<file path="src/logic/tsc_pkg.sv">
// Constants, field layout and carrier types of the system configuration block.
// Assumes a single 100 MHz clock domain shared by all users of the package.
`default_nettype none

package tsc_pkg;

    // Register byte addresses on the Avalon-MM slave
    localparam logic [3:0]  OFS_SYSCFG = 4'h0;
    localparam logic [3:0]  OFS_STATUS = 4'h4;

    // system_configuration field positions
    localparam int unsigned BIT_CMD_LO     = 0;
    localparam int unsigned BIT_CMD_HI     = 2;
    localparam int unsigned BIT_START_SEND = 3;
    localparam int unsigned BIT_RSV4       = 4;
    localparam int unsigned BIT_PRBS_LEN   = 5;
    localparam int unsigned BIT_CIPHER     = 6;
    localparam int unsigned BIT_RSV7       = 7;
    localparam int unsigned BIT_SOFT_RESET = 8;
    localparam int unsigned BIT_EMUL_ENTRY = 9;

    // Status register field positions
    localparam int unsigned BIT_ST_MODE_LO = 0;
    localparam int unsigned BIT_ST_MODE_HI = 4;
    localparam int unsigned BIT_ST_TX_BUSY = 5;
    localparam int unsigned BIT_ST_RX_EN   = 6;

    // Command codes
    localparam logic [2:0]  CMD_IDLE       = 3'h0;
    localparam logic [2:0]  CMD_RESET_VAL  = 3'h1;
    localparam logic [2:0]  CMD_TRANSCEIVE = 3'h3;
    localparam logic [2:0]  CMD_KEEP       = 3'h4;
    localparam logic [2:0]  CMD_LOOPBACK   = 3'h5;
    localparam logic [2:0]  CMD_PRBS       = 3'h6;

    // Soft reset pulse length towards the rest of the device, in cycles
    localparam int unsigned SOFT_RESET_CYCLES = 4;

    // Pseudo-random generator: register width, taps and seed
    localparam int unsigned LFSR_W      = 15;
    localparam int unsigned PRBS9_TAP_A = 8;
    localparam int unsigned PRBS9_TAP_B = 4;
    localparam int unsigned PRBS15_TAP_A = 14;
    localparam int unsigned PRBS15_TAP_B = 13;
    localparam logic [14:0] LFSR_SEED   = 15'h7fff;

    typedef enum logic [4:0] {
        MODE_IDLE = 5'b00001,
        MODE_TX   = 5'b00010,
        MODE_RX   = 5'b00100,
        MODE_LOOP = 5'b01000,
        MODE_PRBS = 5'b10000
    } tsc_mode_t;

    typedef struct packed {
        logic       emul_entry;
        logic       rsv7;
        logic       cipher;
        logic       prbs_len;
        logic       rsv4;
        logic       start_send;
        logic [2:0] command;
    } tsc_cfg_t;

    localparam tsc_cfg_t CFG_RESET = '{
        emul_entry: 1'b0, rsv7: 1'b0, cipher: 1'b0, prbs_len: 1'b0,
        rsv4: 1'b0, start_send: 1'b0, command: CMD_RESET_VAL};

    typedef struct packed {
        tsc_cfg_t    cfg;
        tsc_mode_t   mode;
        logic        ack;
        logic [31:0] rdata;
        logic        tx_busy;
        logic        tx_start;
    } tsc_main_t;

    localparam tsc_main_t MAIN_RESET = '{
        cfg: CFG_RESET, mode: MODE_IDLE, ack: 1'b0,
        rdata: 32'h0000_0000, tx_busy: 1'b0, tx_start: 1'b0};

endpackage : tsc_pkg

`default_nettype wire

</file>
<file path="src/logic/tsc_system_config.sv">
// System configuration and command register with the transceive command sequencer.
// Assumes an Avalon-MM master on the same clock and a datapath on the same clock
// that reports end of transmission and end of reception as one-cycle pulses.
//
// The Avalon-MM register port was chosen for this implementation.
`default_nettype none

// What this block does
// - Bit 9 is read-write, picks card-emulation entry state, resets to zero.
// - Writing one to write-only bit 8 resets the whole device.
// - Bit 6 set routes transmit and receive data through the card cipher.
// - Bit 5 picks pattern length: one gives 15 stages, zero gives 9.
// - Setting bit 3 triggers a transmission as the sequencer orders it.
// - Low three bits hold the command and reset to code 001.
// - Code 000 aborts all communication and returns to idle.
// - Code 011 starts a transceive cycle.
// - Transceive entry transmits if initiator, otherwise enables the receiver first.
// - The transceive cycle never ends by itself, only by writing code 000, 101 or 110, or by a soft reset.
// - Code 100 keeps the stored command while other written bits apply.
// - Code 101 loopback starts transmission and enables the receiver together.
// - Code 110 sends pseudo-random data endlessly at the selected length.
module tsc_system_config
    import tsc_pkg::*;
#(
    parameter int unsigned RESET_PULSE_CYCLES = SOFT_RESET_CYCLES
) (
    input  wire logic        clock,
    input  wire logic        reset_n,
    input  wire logic [3:0]  address,
    input  wire logic        read,
    input  wire logic        write,
    input  wire logic [31:0] writedata,
    input  wire logic [3:0]  byteenable,
    output logic [31:0]      readdata,
    output logic             waitrequest,
    input  wire logic        initiator,
    input  wire logic        tx_done,
    input  wire logic        rx_done,
    output logic             tx_start,
    output logic             tx_active,
    output logic             rx_enable,
    output logic             cipher_enable,
    output logic             pseudo_random_pattern_length_select,
    output logic             emulation_entry_state_select,
    output logic             prbs_bit,
    output logic             prbs_valid,
    output logic             device_reset
);
    tsc_main_t   st_r;
    tsc_main_t   st_nxt;
    logic        wr_take;
    logic        soft_req;
    logic [31:0] cfg_word;
    logic [31:0] stat_word;
    logic [31:0] wmask;
    logic [31:0] wmerge;
    logic [2:0]  wcmd;

    // Register image of the configuration, bit 8 and bits above 9 read zero
    always_comb begin
        cfg_word = 32'h0000_0000;
        cfg_word[BIT_CMD_HI:BIT_CMD_LO] = st_r.cfg.command;
        cfg_word[BIT_START_SEND]        = st_r.cfg.start_send;
        cfg_word[BIT_RSV4]              = st_r.cfg.rsv4;
        cfg_word[BIT_PRBS_LEN]          = st_r.cfg.prbs_len;
        cfg_word[BIT_CIPHER]            = st_r.cfg.cipher;
        cfg_word[BIT_RSV7]              = st_r.cfg.rsv7;
        cfg_word[BIT_EMUL_ENTRY]        = st_r.cfg.emul_entry;
        stat_word = 32'h0000_0000;
        stat_word[BIT_ST_MODE_HI:BIT_ST_MODE_LO] = st_r.mode;
        stat_word[BIT_ST_TX_BUSY]                = st_r.tx_busy;
        stat_word[BIT_ST_RX_EN]                  = rx_enable;
    end

    // Byte-lane merge of a write into the current configuration image
    always_comb begin
        for (int i = 0; i < 4; i++) begin
            wmask[i*8 +: 8] = {8{byteenable[i]}};
        end
        wmerge = (cfg_word & ~wmask) | (writedata & wmask);
        wcmd   = wmerge[BIT_CMD_HI:BIT_CMD_LO];
    end

    // A request is taken on the second cycle, when waitrequest is low
    assign waitrequest = (read | write) & ~st_r.ack;
    assign wr_take     = write & st_r.ack & (address == OFS_SYSCFG);
    assign soft_req    = wr_take & wmerge[BIT_SOFT_RESET];

    always_comb begin
        st_nxt          = st_r;
        st_nxt.ack      = (read | write) & ~st_r.ack;
        st_nxt.tx_start = 1'b0;
        if (read & ~st_r.ack) begin
            if (address == OFS_SYSCFG) begin
                st_nxt.rdata = cfg_word;
            end else if (address == OFS_STATUS) begin
                st_nxt.rdata = stat_word;
            end else begin
                st_nxt.rdata = 32'h0000_0000;
            end
        end

        // Sequencer progress inside the current command
        case (st_r.mode)
            MODE_TX: begin
                if (!st_r.tx_busy && st_r.cfg.start_send) begin
                    st_nxt.tx_busy        = 1'b1;
                    st_nxt.tx_start       = 1'b1;
                    st_nxt.cfg.start_send = 1'b0;
                end else if (st_r.tx_busy && tx_done) begin
                    st_nxt.tx_busy = 1'b0;
                    st_nxt.mode    = MODE_RX;
                end
            end
            MODE_RX: begin
                if (rx_done) begin
                    st_nxt.mode = MODE_TX;
                end
            end
            MODE_LOOP: begin
                if (tx_done) begin
                    st_nxt.tx_busy = 1'b0;
                end
            end
            default: begin
            end
        endcase

        // Software write, applied after progress so a written one wins
        if (soft_req) begin
            st_nxt = MAIN_RESET;
        end else if (wr_take) begin
            st_nxt.cfg.emul_entry = wmerge[BIT_EMUL_ENTRY];
            st_nxt.cfg.rsv7       = wmerge[BIT_RSV7];
            st_nxt.cfg.cipher     = wmerge[BIT_CIPHER];
            st_nxt.cfg.prbs_len   = wmerge[BIT_PRBS_LEN];
            st_nxt.cfg.rsv4       = wmerge[BIT_RSV4];
            if (wmerge[BIT_START_SEND]) begin
                st_nxt.cfg.start_send = 1'b1;
            end else begin
                st_nxt.cfg.start_send = 1'b0;
            end
            if (wcmd != CMD_KEEP) begin
                st_nxt.cfg.command = wcmd;
            end
            case (wcmd)
                CMD_IDLE: begin
                    st_nxt.mode    = MODE_IDLE;
                    st_nxt.tx_busy = 1'b0;
                end
                CMD_TRANSCEIVE: begin
                    if (initiator) begin
                        st_nxt.mode     = MODE_TX;
                        st_nxt.tx_busy  = 1'b1;
                        st_nxt.tx_start = 1'b1;
                    end else begin
                        st_nxt.mode    = MODE_RX;
                        st_nxt.tx_busy = 1'b0;
                    end
                end
                CMD_LOOPBACK: begin
                    st_nxt.mode     = MODE_LOOP;
                    st_nxt.tx_busy  = 1'b1;
                    st_nxt.tx_start = 1'b1;
                end
                CMD_PRBS: begin
                    st_nxt.mode    = MODE_PRBS;
                    st_nxt.tx_busy = 1'b1;
                end
                default: begin
                    // Keep and the reserved codes leave the sequencer as it is
                end
            endcase
        end
    end

    always_ff @(posedge clock) begin
        if (!reset_n) begin
            st_r <= MAIN_RESET;
        end else begin
            st_r <= st_nxt;
        end
    end

    tsc_reset_pulse #(
        .CYCLES (RESET_PULSE_CYCLES)
    ) u_reset_pulse (
        .clock   (clock),
        .reset_n (reset_n),
        .trigger (soft_req),
        .pulse   (device_reset)
    );

    tsc_prbs_gen u_prbs (
        .clock    (clock),
        .reset_n  (reset_n),
        .enable   (st_r.mode == MODE_PRBS),
        .long_seq (st_r.cfg.prbs_len),
        .bit_out  (prbs_bit),
        .valid    (prbs_valid)
    );

    assign readdata                            = st_r.rdata;
    assign tx_start                            = st_r.tx_start;
    assign tx_active                           = st_r.tx_busy;
    assign rx_enable                           = (st_r.mode == MODE_RX) |
                                                 (st_r.mode == MODE_LOOP);
    assign cipher_enable                       = st_r.cfg.cipher;
    assign pseudo_random_pattern_length_select = st_r.cfg.prbs_len;
    assign emulation_entry_state_select        = st_r.cfg.emul_entry;
endmodule : tsc_system_config

`default_nettype wire

</file>
<file path="src/logic/tsc_reset_pulse.sv">
// Stretches a one-cycle soft reset request into a fixed-length pulse.
// Assumes the trigger comes from logic on the same clock.
`default_nettype none

module tsc_reset_pulse
    import tsc_pkg::*;
#(
    parameter int unsigned CYCLES = SOFT_RESET_CYCLES
) (
    input  wire logic clock,
    input  wire logic reset_n,
    input  wire logic trigger,
    output logic      pulse
);
    localparam int unsigned CW = $clog2(CYCLES + 1);

    typedef struct packed {
        logic [CW-1:0] cnt;
        logic          active;
    } tsc_rp_t;

    tsc_rp_t st_r;
    tsc_rp_t st_nxt;

    always_comb begin
        st_nxt = st_r;
        if (trigger) begin
            st_nxt.cnt    = CW'(CYCLES - 1);
            st_nxt.active = 1'b1;
        end else if (st_r.cnt != '0) begin
            st_nxt.cnt = st_r.cnt - CW'(1);
        end else begin
            st_nxt.active = 1'b0;
        end
    end

    always_ff @(posedge clock) begin
        if (!reset_n) begin
            st_r <= '0;
        end else begin
            st_r <= st_nxt;
        end
    end

    assign pulse = st_r.active;

endmodule : tsc_reset_pulse

`default_nettype wire

</file>
<file path="src/logic/tsc_prbs_gen.sv">
// Pseudo-random pattern source, 9-stage or 15-stage sequence, one bit a cycle.
// Assumes enable and length select come from logic on the same clock.
`default_nettype none

module tsc_prbs_gen
    import tsc_pkg::*;
(
    input  wire logic clock,
    input  wire logic reset_n,
    input  wire logic enable,
    input  wire logic long_seq,
    output logic      bit_out,
    output logic      valid
);
    typedef struct packed {
        logic [LFSR_W-1:0] lfsr;
        logic              bit_q;
        logic              valid;
    } tsc_prbs_t;

    tsc_prbs_t st_r;
    tsc_prbs_t st_nxt;
    logic      fb;

    always_comb begin
        st_nxt = st_r;
        fb = long_seq ? (st_r.lfsr[PRBS15_TAP_A] ^ st_r.lfsr[PRBS15_TAP_B])
                      : (st_r.lfsr[PRBS9_TAP_A] ^ st_r.lfsr[PRBS9_TAP_B]);
        if (enable) begin
            st_nxt.lfsr  = {st_r.lfsr[LFSR_W-2:0], fb};
            st_nxt.bit_q = fb;
            st_nxt.valid = 1'b1;
        end else begin
            // Restart from the seed so every run emits the same sequence
            st_nxt.lfsr  = LFSR_SEED;
            st_nxt.bit_q = 1'b0;
            st_nxt.valid = 1'b0;
        end
    end

    always_ff @(posedge clock) begin
        if (!reset_n) begin
            st_r <= '{lfsr: LFSR_SEED, bit_q: 1'b0, valid: 1'b0};
        end else begin
            st_r <= st_nxt;
        end
    end

    assign bit_out = st_r.bit_q;
    assign valid   = st_r.valid;

endmodule : tsc_prbs_gen

`default_nettype wire

</file>
<file path="config.mk">
export PLATFORM = sky130hd
export DESIGN_NAME = tsc_system_config
export DESIGN_NICKNAME = d
export VERILOG_FILES = /design/src/logic/tsc_pkg.sv /design/src/logic/tsc_system_config.sv /design/src/logic/tsc_reset_pulse.sv /design/src/logic/tsc_prbs_gen.sv
export SDC_FILE = /design/constraint.sdc
export NUM_CORES = 1
export LEC_CHECK = 0
export BUFFER_PORTS_ARGS = -buffer_cell sky130_fd_sc_hd__buf_2
export CAP_MARGIN = 20
export CORE_MARGIN = 5
export CORE_UTILIZATION = 35
export CTS_CLUSTER_DIAMETER = 60
export CTS_CLUSTER_SIZE = 40
export DETAILED_ROUTE_END_ITERATION = 10
export GPL_TIMING_DRIVEN = 1
export PLACE_DENSITY = 0.72
export SYNTH_ARGS = -nofsm -noshare
export SYNTH_HDL_FRONTEND = slang
export SYNTH_SLANG_ARGS = --single-unit
</file>
<file path="constraint.sdc">
create_clock -name clock -period 2.4 [get_ports clock]
set_clock_uncertainty 0.1 [all_clocks]
set_input_delay 0 -clock clock [delete_from_list [all_inputs] [get_ports clock]]
set_output_delay 0 -clock clock [all_outputs]
set_load 0.005 [all_outputs]
</file>
==> results of run 1 <==
==> stage by stage <==
stage | power [uW] | utilization (%) | cells | instance area (sq um) | worst slack [ps]
3_3_place_gp | 1057 | 37.70 | 363 | 2421 | 768.8
5_1_grt | 1756 | 41.77 | 385 | 2683 | 313.7
4_1_cts | 1680 | 41.77 | 385 | 2683 | 486.1
6_report | 1671 | 41.77 | 385 | 2683 | 452.6
2_1_floorplan | 1038 | - | 286 | 2407 | 914.7
3_5_place_dp | 1067 | 37.70 | 363 | 2421 | 761.5
==> cell type report <==
class | count | area, sq um
clock inverter | 2 | 38.79
timing repair buffer | 58 | 367.9
tap | 77 | 96.34
clock buffer | 6 | 82.58
sequential | 47 | 940.9
multi-input combinational | 188 | 1130
fill | 625 | 3740
inverter | 7 | 26.28
==> layout by cell type, fill, tap and decap left out, types with 3 or more instances in the layout <==
cell / count
a21oi_1: 24
nor3_1: 12
buf_4: 3
xnor2_1: 3
nand2b_1: 3
nand4_1: 3
clkbuf_8: 6
mux2_2: 3
dlygate4sd3_1: 14
nand3_1: 13
nand2_1: 15
nand3b_1: 3
nor2_1: 22
dfxtp_1: 47
or2_2: 14
o211ai_1: 3
inv_1: 7
nand4b_1: 3
conb_1: 23
o21ai_0: 5
buf_2: 41
mux2i_1: 8
==> worst max-delay path: stages, from the launching register on <==
cell	delay, ps
dfxtp_1	390
nand3b_1	150
nor2_1	210
buf_4	240
nand3_1	80
dlygate4sd3_1	590
a21oi_1	130
==> logic make-up (layout without fill, tap and decap cells) <==
family / count (synthesis) / count (layout) / synth area share (%)
other: 1 / 23 / 0.1613
AND/OR/NAND/NOR: 98 / 98 / 22.18
XOR/XNOR: 5 / 5 / 2.476
buffers and inverters: 51 / 73 / 14.48
multiplexers: 13 / 13 / 6.835
AO/OA/AOI/OAI: 47 / 47 / 12.33
flip-flops: 47 / 47 / 40.47
adder cells (fa/ha/maj): 2 / 2 / 1.076
==> layer usage <==
layer  track usage, %  vias to the layer above  share of wire [%]  routed length (um)
li1                 -                      949                  -                   -
met1            15.01                      867                 45                2307
met2            19.84                       61                 47                2385
met3            2.810                        8                6.6                 335
met4            4.397                        0                1.7                  85
met5                0                        -                  0                   0
==> synth_stat cells, drive strengths merged, types with 6 or more instances <==
| library cell | number | area, sq um |
|---|---|---|
| a21oi | 24 | 120.1 |
| mux2i | 10 | 125.1 |
| nand3 | 13 | 65.06 |
| buf | 38 | 277.8 |
| dfxtp | 47 | 940.9 |
| nor3 | 13 | 70.07 |
| nor2 | 23 | 88.84 |
| or2 | 14 | 87.58 |
| o21ai | 6 | 30.02 |
| clkbuf | 6 | 32.53 |
| nand2 | 15 | 56.30 |
| inv | 7 | 26.28 |
==> power breakdown <==
group | switching (uW) | internal, uW
logic | 131 | 111
clock network | 263 | 342
registers | 17.3 | 805
total | 412 | 1260
==> repair_timing <==
| action | 4_1_cts | 5_1_grt |
|---|---|---|
| setup buffers | 0 | 0 |
| endpoints found under the hold margin | 13 | 0 |
| hold buffers | 14 | 0 |
==> worst max path at each step <==
stage	startpoint	endpoint	slack (ps)	cells past startpoint
2_1_floorplan	cfg_word[0]$_SDFFE_PP1P_	tx_active$_SDFF_PP0_	910	4
3_3_place_gp	address[1]	tx_active$_SDFF_PP0_	770	5
3_5_place_dp	address[1]	tx_active$_SDFF_PP0_	760	5
4_1_cts	st_r[34]$_SDFF_PP0_	u_reset_pulse.st_r[2]$_SDFFE_PN0P_	490	6
5_1_grt	st_r[34]$_SDFF_PP0_	u_reset_pulse.st_r[1]$_SDFFE_PN0P_	310	6
6_report	st_r[34]$_SDFF_PP0_	u_reset_pulse.st_r[2]$_SDFFE_PN0P_	450	6
==> run metrics, run 1 <==
first-pass detailed-route iteration total 4; r2r setup slk 450 ps; root buffer cell clkbuf_8; HP Class in -> reg; WHS Path Cells 3; Total Nets Final approximately 360; first-pass GRT wire length 8.355 mm; crit end category flip-flop; final hold viol count 0; layout cells sized above 1 23.70%; Main synth FF type dfxtp_1; Max-Cap Viols 0; synthesized area per cell 8.806 sq um; post-CTS sizing 0; worst r2r path cells 6; Synth cell types 47; status finished clean; gr usage total 11.94%; grt ovf 0; Max IR drop VDD 0.2338 mV; clk_lat worst skew 300 ps; endpoints failing setup 0; clock sink count 47; Max Buffers Root-to-Sink 2; flops & latches, synth 47; worst r2r src st_r[34]$_SDFF_PP0_; PD cells slightly above 600 mW/mm^2; Max FO, Critical Path 12; Post-Syn Area approximately 0.0023 sq mm; asr flop ratio synth 0%; core area 0.006422 sq mm; post-DP HPWL 3.768 mm; sequential area share after synthesis between 40% and 50%; DRC Markers 0; setup_tns 0 ps; via count 1885; WL/cell 13.28 um; yosys warns 0; clock slew at reported path FFs 90 ps; P&R area growth vs syn 15.39%; IO buf count 41; Core Rows 29; Critical Path RT 2530 ps; Starting Density 36.20%; Final min period about 1900 ps; largest net degree at the start of global routing 19; CTS tree built; RSZ-0062 raised after global routing false; Worst setup SP type flip-flop; Cells after Synth 264; CTS H-tree depth 2; Peak Freq 0.5135 GHz; WS Path Type reg -> reg; hold_sp byteenable[0]; Die Height 91.50 um; Slew Limit Fails 0; initial antenna violation count 0; number of enable flip-flop cells after synthesis 0; chip width 91.50 um; routed vias/inst between 4 and 5; Top-Level Pins 89; Slew @ Worst Pin 645.4 ps; Data arrival, critical path between 2000 and 2500 ps; vias in the first global route 1808; 1st-iter DRT viols 148; Worst R2R End u_reset_pulse.st_r[2]$_SDFFE_PN0P_; gp weighted congestion 0.8560; WHS 42.51 ps; CTS Buf Count 5; post-route ant nets 0; n_diodes 0; Leak 0.001075 uW; Max-slew headroom 56.97%; total die area 0.008372 sq mm; Total Wirelength 5.114 mm; crit share post-route 81.14%
No activity file was read; power rests on OpenSTA's default activity.
==> run 2: changes to the inputs <==
PLACE_DENSITY = 0.75   (was 0.72)
clock period = 1.7 ns   (was 2.4 ns; I/O delays follow)
==> run 2 against run 1 <==
Net effect: sequential power increased by 41%; utilization grew 0.51 points; highest routed layer unchanged; largest power group unchanged; critical path depth fell by 2; via count is 3.0% higher; first-iteration DRC count rose by 18%; non-clock buffer count increased by 8; die area unchanged; register-to-register slack got worse by 330 ps; fmax increased by 23%; total power is 34% higher; clock power increased by 18%.
==> run metrics, run 2 (synthesis gave the netlist of run 1 again) <==
status finished clean; largest net degree at the start of global routing 17; total die area 0.008372 sq mm; n_diodes 0; first-pass GRT wire length 8.707 mm; Max IR drop VDD around 0.34 mV; post-route ant nets 0; first-pass detailed-route iteration total 4; Setup Fix Bufs, Post-CTS 0; endpoints failing setup 0; Max FO, Critical Path 6; layout cells sized above 1 around a quarter; clock sink count 47; Leak 0.001105 uW; crit share post-route 92.86%; setup_tns 0 ps; final non-filler cell area approximately 0.0027 sq mm; Final min period 1579 ps; P&R area growth vs syn 16.79%; DP Area 0.002496 sq mm; Seq. cell area 940.9 sq um; grt ovf 0; Core Rows 29; Max-Cap Viols 0; Starting Density a little over a third; clk_lat worst skew 300 ps; initial antenna violation count 0; clock slew at reported path FFs approximately 90 ps; WS Path Type reg -> reg; RSZ-0062 raised after global routing false; post-DP HPWL between 3 and 4 mm; commonest non-fill, non-tap cell in the layout dfxtp_1; gr usage total 12.66%; 1st-iter DRT viols 175; r2r setup slk about 120 ps; fillers 629; Slew Limit Fails 0; area of the multi-input gates about 0.0011 sq mm; Max Buffers Root-to-Sink 2; HP Class in -> reg; CTS tree built; Top-Level Pins 89; Data arrival, critical path 1650 ps; Critical Path RT approximately 1800 ps; Total Wirelength roughly 5.2 mm; PD cells 821.9 mW/mm^2; Die Height 91.50 um; vias in the first global route 1845; crit end category flip-flop; final hold viol count 0; most frequent cells in the layout 47 x dfxtp_1, 41 x buf_2, 24 x a21oi_1; Worst setup SP type flip-flop; DRC Markers 0; CTS Buf Count 5; Peak Freq 0.6334 GHz; via count 1942; chip width 91.50 um; IO buf count 41; WL/cell 13.34 um; root buffer cell clkbuf_8; Total Nets Final 364; gp weighted congestion 0.8748; routed vias/inst 4.941; CTS H-tree depth 2; core area 0.006422 sq mm
run 2: cell type report:
type | count | area share [%]
clock buffer | 6 | 3.041
clock inverter | 2 | 0.5991
inverter | 7 | 0.9677
multi-input combinational | 188 | 41.61
sequential | 47 | 34.65
tap | 77 | 3.548
timing repair buffer | 66 | 15.58
run 2: worst paths after layout:
| path | startpoint | to | depth (start not counted) |
|---|---|---|---|
| worst min register to register | u_prbs.st_r[14]$_SDFF_PN1_ | u_prbs.st_r[15]$_SDFF_PN1_ | 1 |
| worst max register to register | st_r[34]$_SDFF_PP0_ | st_r[35]$_SDFF_PP1_ | 4 |
| worst min-delay path | tx_done | tx_active$_SDFF_PP0_ | 3 |
| worst max-delay path | st_r[34]$_SDFF_PP0_ | st_r[35]$_SDFF_PP1_ | 4 |
run 2: stage by stage:
stage | util, % | instances | worst slack [ps] | hold slack [ps] | total power [uW]
finish | 42.28 | 393 | 121.3 | 55.77 | 2232
global route | 42.28 | 393 | 18.30 | 48.80 | 2361
CTS | 42.28 | 393 | 135.5 | 40.15 | 2251
detailed placement | 38.87 | 373 | 143.6 | 172.4 | 1517
global placement | 38.87 | 373 | 156.7 | 164.5 | 1505
floorplan | - | 286 | 214.7 | 27.01 | 1465
run 2: worst max-delay path: stages (launching register included):
cell	delay, ps
dfxtp_1	390
and3b_1	240
nand2_1	170
o41ai_1	370
o311ai_0	170
run 2: power breakdown:
group / internal [uW] / switching, uW / total (uW)
sequential: 1140 / 24.9 / 1160
combinational: 165 / 190 / 355
clock: 332 / 382 / 714
run 2: timing repair:
item | CTS | global route
hold buffers | 12 | 0
gates resized for setup | 0 | 0
endpoints found under the hold margin | 13 | 0
run 2: routing by layer:
| metal | wire [um] | share of wire [%] | track usage (%) |
|---|---|---|---|
| met1 | 2180 | 42 | 15.48 |
| met5 | 0 | 0 | 0 |
| met4 | 227 | 4.3 | 9.045 |
| met2 | 2460 | 47 | 19.42 |
| met3 | 372 | 7.1 | 2.975 |
==> run 3: changes to the inputs <==
SYNTH_HIERARCHICAL = 1   (was not set)
==> run 3 against run 2 <==
Net effect: clock-buffer cell count shrank 1; via count shrank 0.10%; wire length grew 1.8%; clock power grew 13%; total power grew 5.3%; utilization grew 0.88 points; critical path type unchanged; largest power group unchanged; highest routed layer unchanged.
==> run metrics, run 3 <==
number of enable flip-flop cells after synthesis 0; most frequent cells in the layout 47 x dfxtp_1, 41 x buf_2, 23 x conb_1; Slew Limit Fails 0; Synth area leader dfxtp_1; Peak Freq ~0.64 GHz; Synth cell types 51; final hold viol count 0; DP Area 0.002505 sq mm; Starting Density 36.26%; initial antenna violation count 0; CTS H-tree depth 2; Worst R2R End tx_start$_SDFF_PP0_; Cells after Synth 261; Worst setup SP type flip-flop; clock sink count 47; clock slew at reported path FFs roughly 80 ps; Top-Level Pins 89; first-pass GRT wire length 8.859 mm; CTS tree built; critical path buffer and inverter count 1; WL/cell around 14 um; core area 0.006422 sq mm; Die Height 91.57 um; Critical Path RT around 1800 ps; largest net degree at the start of global routing 16; layout cells sized above 1 a little over a quarter; root buffer cell clkbuf_8; worst r2r src st_r[34]$_SDFF_PP0_; PD cells 847.6 mW/mm^2; Total Nets Final 362; via count 1940; crit path cell chain nand3b_1 -> nor2_1 -> buf_4 -> nand4_1 -> a31oi_1; top-area cell type share of the netlist area 40.41%; crit end category flip-flop; IO buf count 41; Max FO, Critical Path 9; routed vias/inst between 4 and 5; post-DP HPWL 3.946 mm; 1st-iter DRT viols 115; Max-Cap Viols 0; CP delay by family, top simple AND/OR/NAND/NOR gates; post-route ant nets 0; clk_lat worst skew approximately 300 ps; DRC Markers 0; setup_tns 0 ps; n_diodes 0; Synth top cells by count 47 x dfxtp_1, 32 x buf_4, 22 x a21oi_1, 18 x nor2_1, 14 x nor3_1; P&R area growth vs syn 19.02%; asr flop ratio synth 0%; crit share post-route around nine tenths; Core Rows 29; gr usage total a little over an eighth; Data arrival, critical path 1670 ps; Max Buffers Root-to-Sink 2; endpoint of the worst hold path st_r[37]$_SDFF_PP0_; Crit-path slowest cell dfxtp_1; commonest non-fill, non-tap cell in the layout dfxtp_1; CTS Buf Count 5; vias in the first global route about 1900; synthesized area per cell just under 9 sq um; total die area 0.008384 sq mm; Leak around 0.0011 uW; gp weighted congestion 0.8347; sequential area share after synthesis 40.41%; final non-filler cell area 0.002771 sq mm; top post-synthesis cells by area dfxtp_1 40%, buf_4 10%, a21oi_1 4.7%; chip width approximately 92 um; first-pass detailed-route iteration total 4; Total Wirelength between 5 and 6 mm; worst r2r path cells 5; Final min period 1558 ps; endpoints failing setup 0; status finished clean; RSZ-0062 raised after global routing false; yosys warns 6; grt ovf 0; HP Class in -> reg; Slowest Stage Delay on Critical Path a little under 400 ps; flops & latches, synth 47; WHS Path Cells 3; most common cell in the netlist dfxtp_1; Post-Syn Area about 0.0023 sq mm; Max IR drop VDD 0.3038 mV; hold_sp tx_done; Main synth FF type dfxtp_1; WS Path Type reg -> reg; r2r setup slk approximately 140 ps
run 3: final cells by class:
class / instances / area, sq um
flip-flops and latches: 47 / 940.9
multi-input cells: 188 / 1171
inverters: 4 / 15.01
repair buffers: 67 / 435.4
fillers: 627 / 3651
clock buffers: 5 / 68.82
clock inverters: 3 / 43.79
well taps: 77 / 96.34
run 3: how the worst max path moves through the flow:
stage	start	end	slack (ps)	cells after the start
after floorplan	cfg_word[2]$_SDFFE_PP0P_	st_r[38]$_SDFF_PP0_	200	4
after global placement	st_r[39]$_SDFF_PP0_	cfg_word[3]$_SDFFE_PP0P_	130	4
after detailed placement	st_r[39]$_SDFF_PP0_	cfg_word[3]$_SDFFE_PP0P_	80	4
after CTS	st_r[39]$_SDFF_PP0_	cfg_word[3]$_SDFFE_PP0P_	80	4
after global routing	st_r[35]$_SDFF_PP1_	st_r[37]$_SDFF_PP0_	20	5
final	st_r[34]$_SDFF_PP0_	tx_start$_SDFF_PP0_	140	5
run 3: through the flow:
| stage | hold WS (ps) | util (%) | setup slack [ps] | instances | power (uW) |
|---|---|---|---|---|---|
| floorplan | 17.45 | - | 196.9 | 283 | 1481 |
| global placement | 169.5 | 39.00 | 127.7 | 369 | 1517 |
| CTS | 6.988 | 42.94 | 82.39 | 391 | 2378 |
| detailed placement | 165.7 | 39.00 | 78.84 | 369 | 1537 |
| finish | 22.22 | 43.15 | 142.4 | 391 | 2349 |
| global route | 16.91 | 43.15 | 21.76 | 391 | 2486 |
run 3: what timing repair did:
| action | CTS | global route |
|---|---|---|
| hold buffers | 14 | 0 |
| setup endpoints to repair | 0 | 10 |
| hold endpoints to repair | 15 | 0 |
| gates resized for setup | 0 | 3 |
| setup buffers | 0 | 0 |
run 3: logic make-up (layout without fill, tap and decap cells):
logic type	count (synthesis)	in the layout	synth area share [%]
buffers and inverters	48	79	13.43
other	1	23	0.1610
flip-flops	47	47	40.41
AND/OR/NAND/NOR	95	95	22.52
multiplexers	14	14	6.502
AO/OA/AOI/OAI	49	49	13.43
adder cells (fa/ha/maj)	2	2	1.075
XOR/XNOR	5	5	2.472
run 3: routing by layer:
layer,global-route usage [%],vias to the layer above,share of wire [%],wire [um]
met1,16.52,891,44,2338
li1,-,963,-,-
met4,4.523,0,1.5,80
met2,21.18,78,47,2516
met5,0,-,0,0
met3,3.719,8,7.6,404
run 3: tightest hold or removal path: stages:
cell and delay, ps:
buf_2 100, a41oi_1 110, o31ai_1 180
run 3: report_power, final:
part | switching [uW] | internal (uW)
clock | 369 | 438
combinational | 201 | 194
sequential | 15.1 | 1130
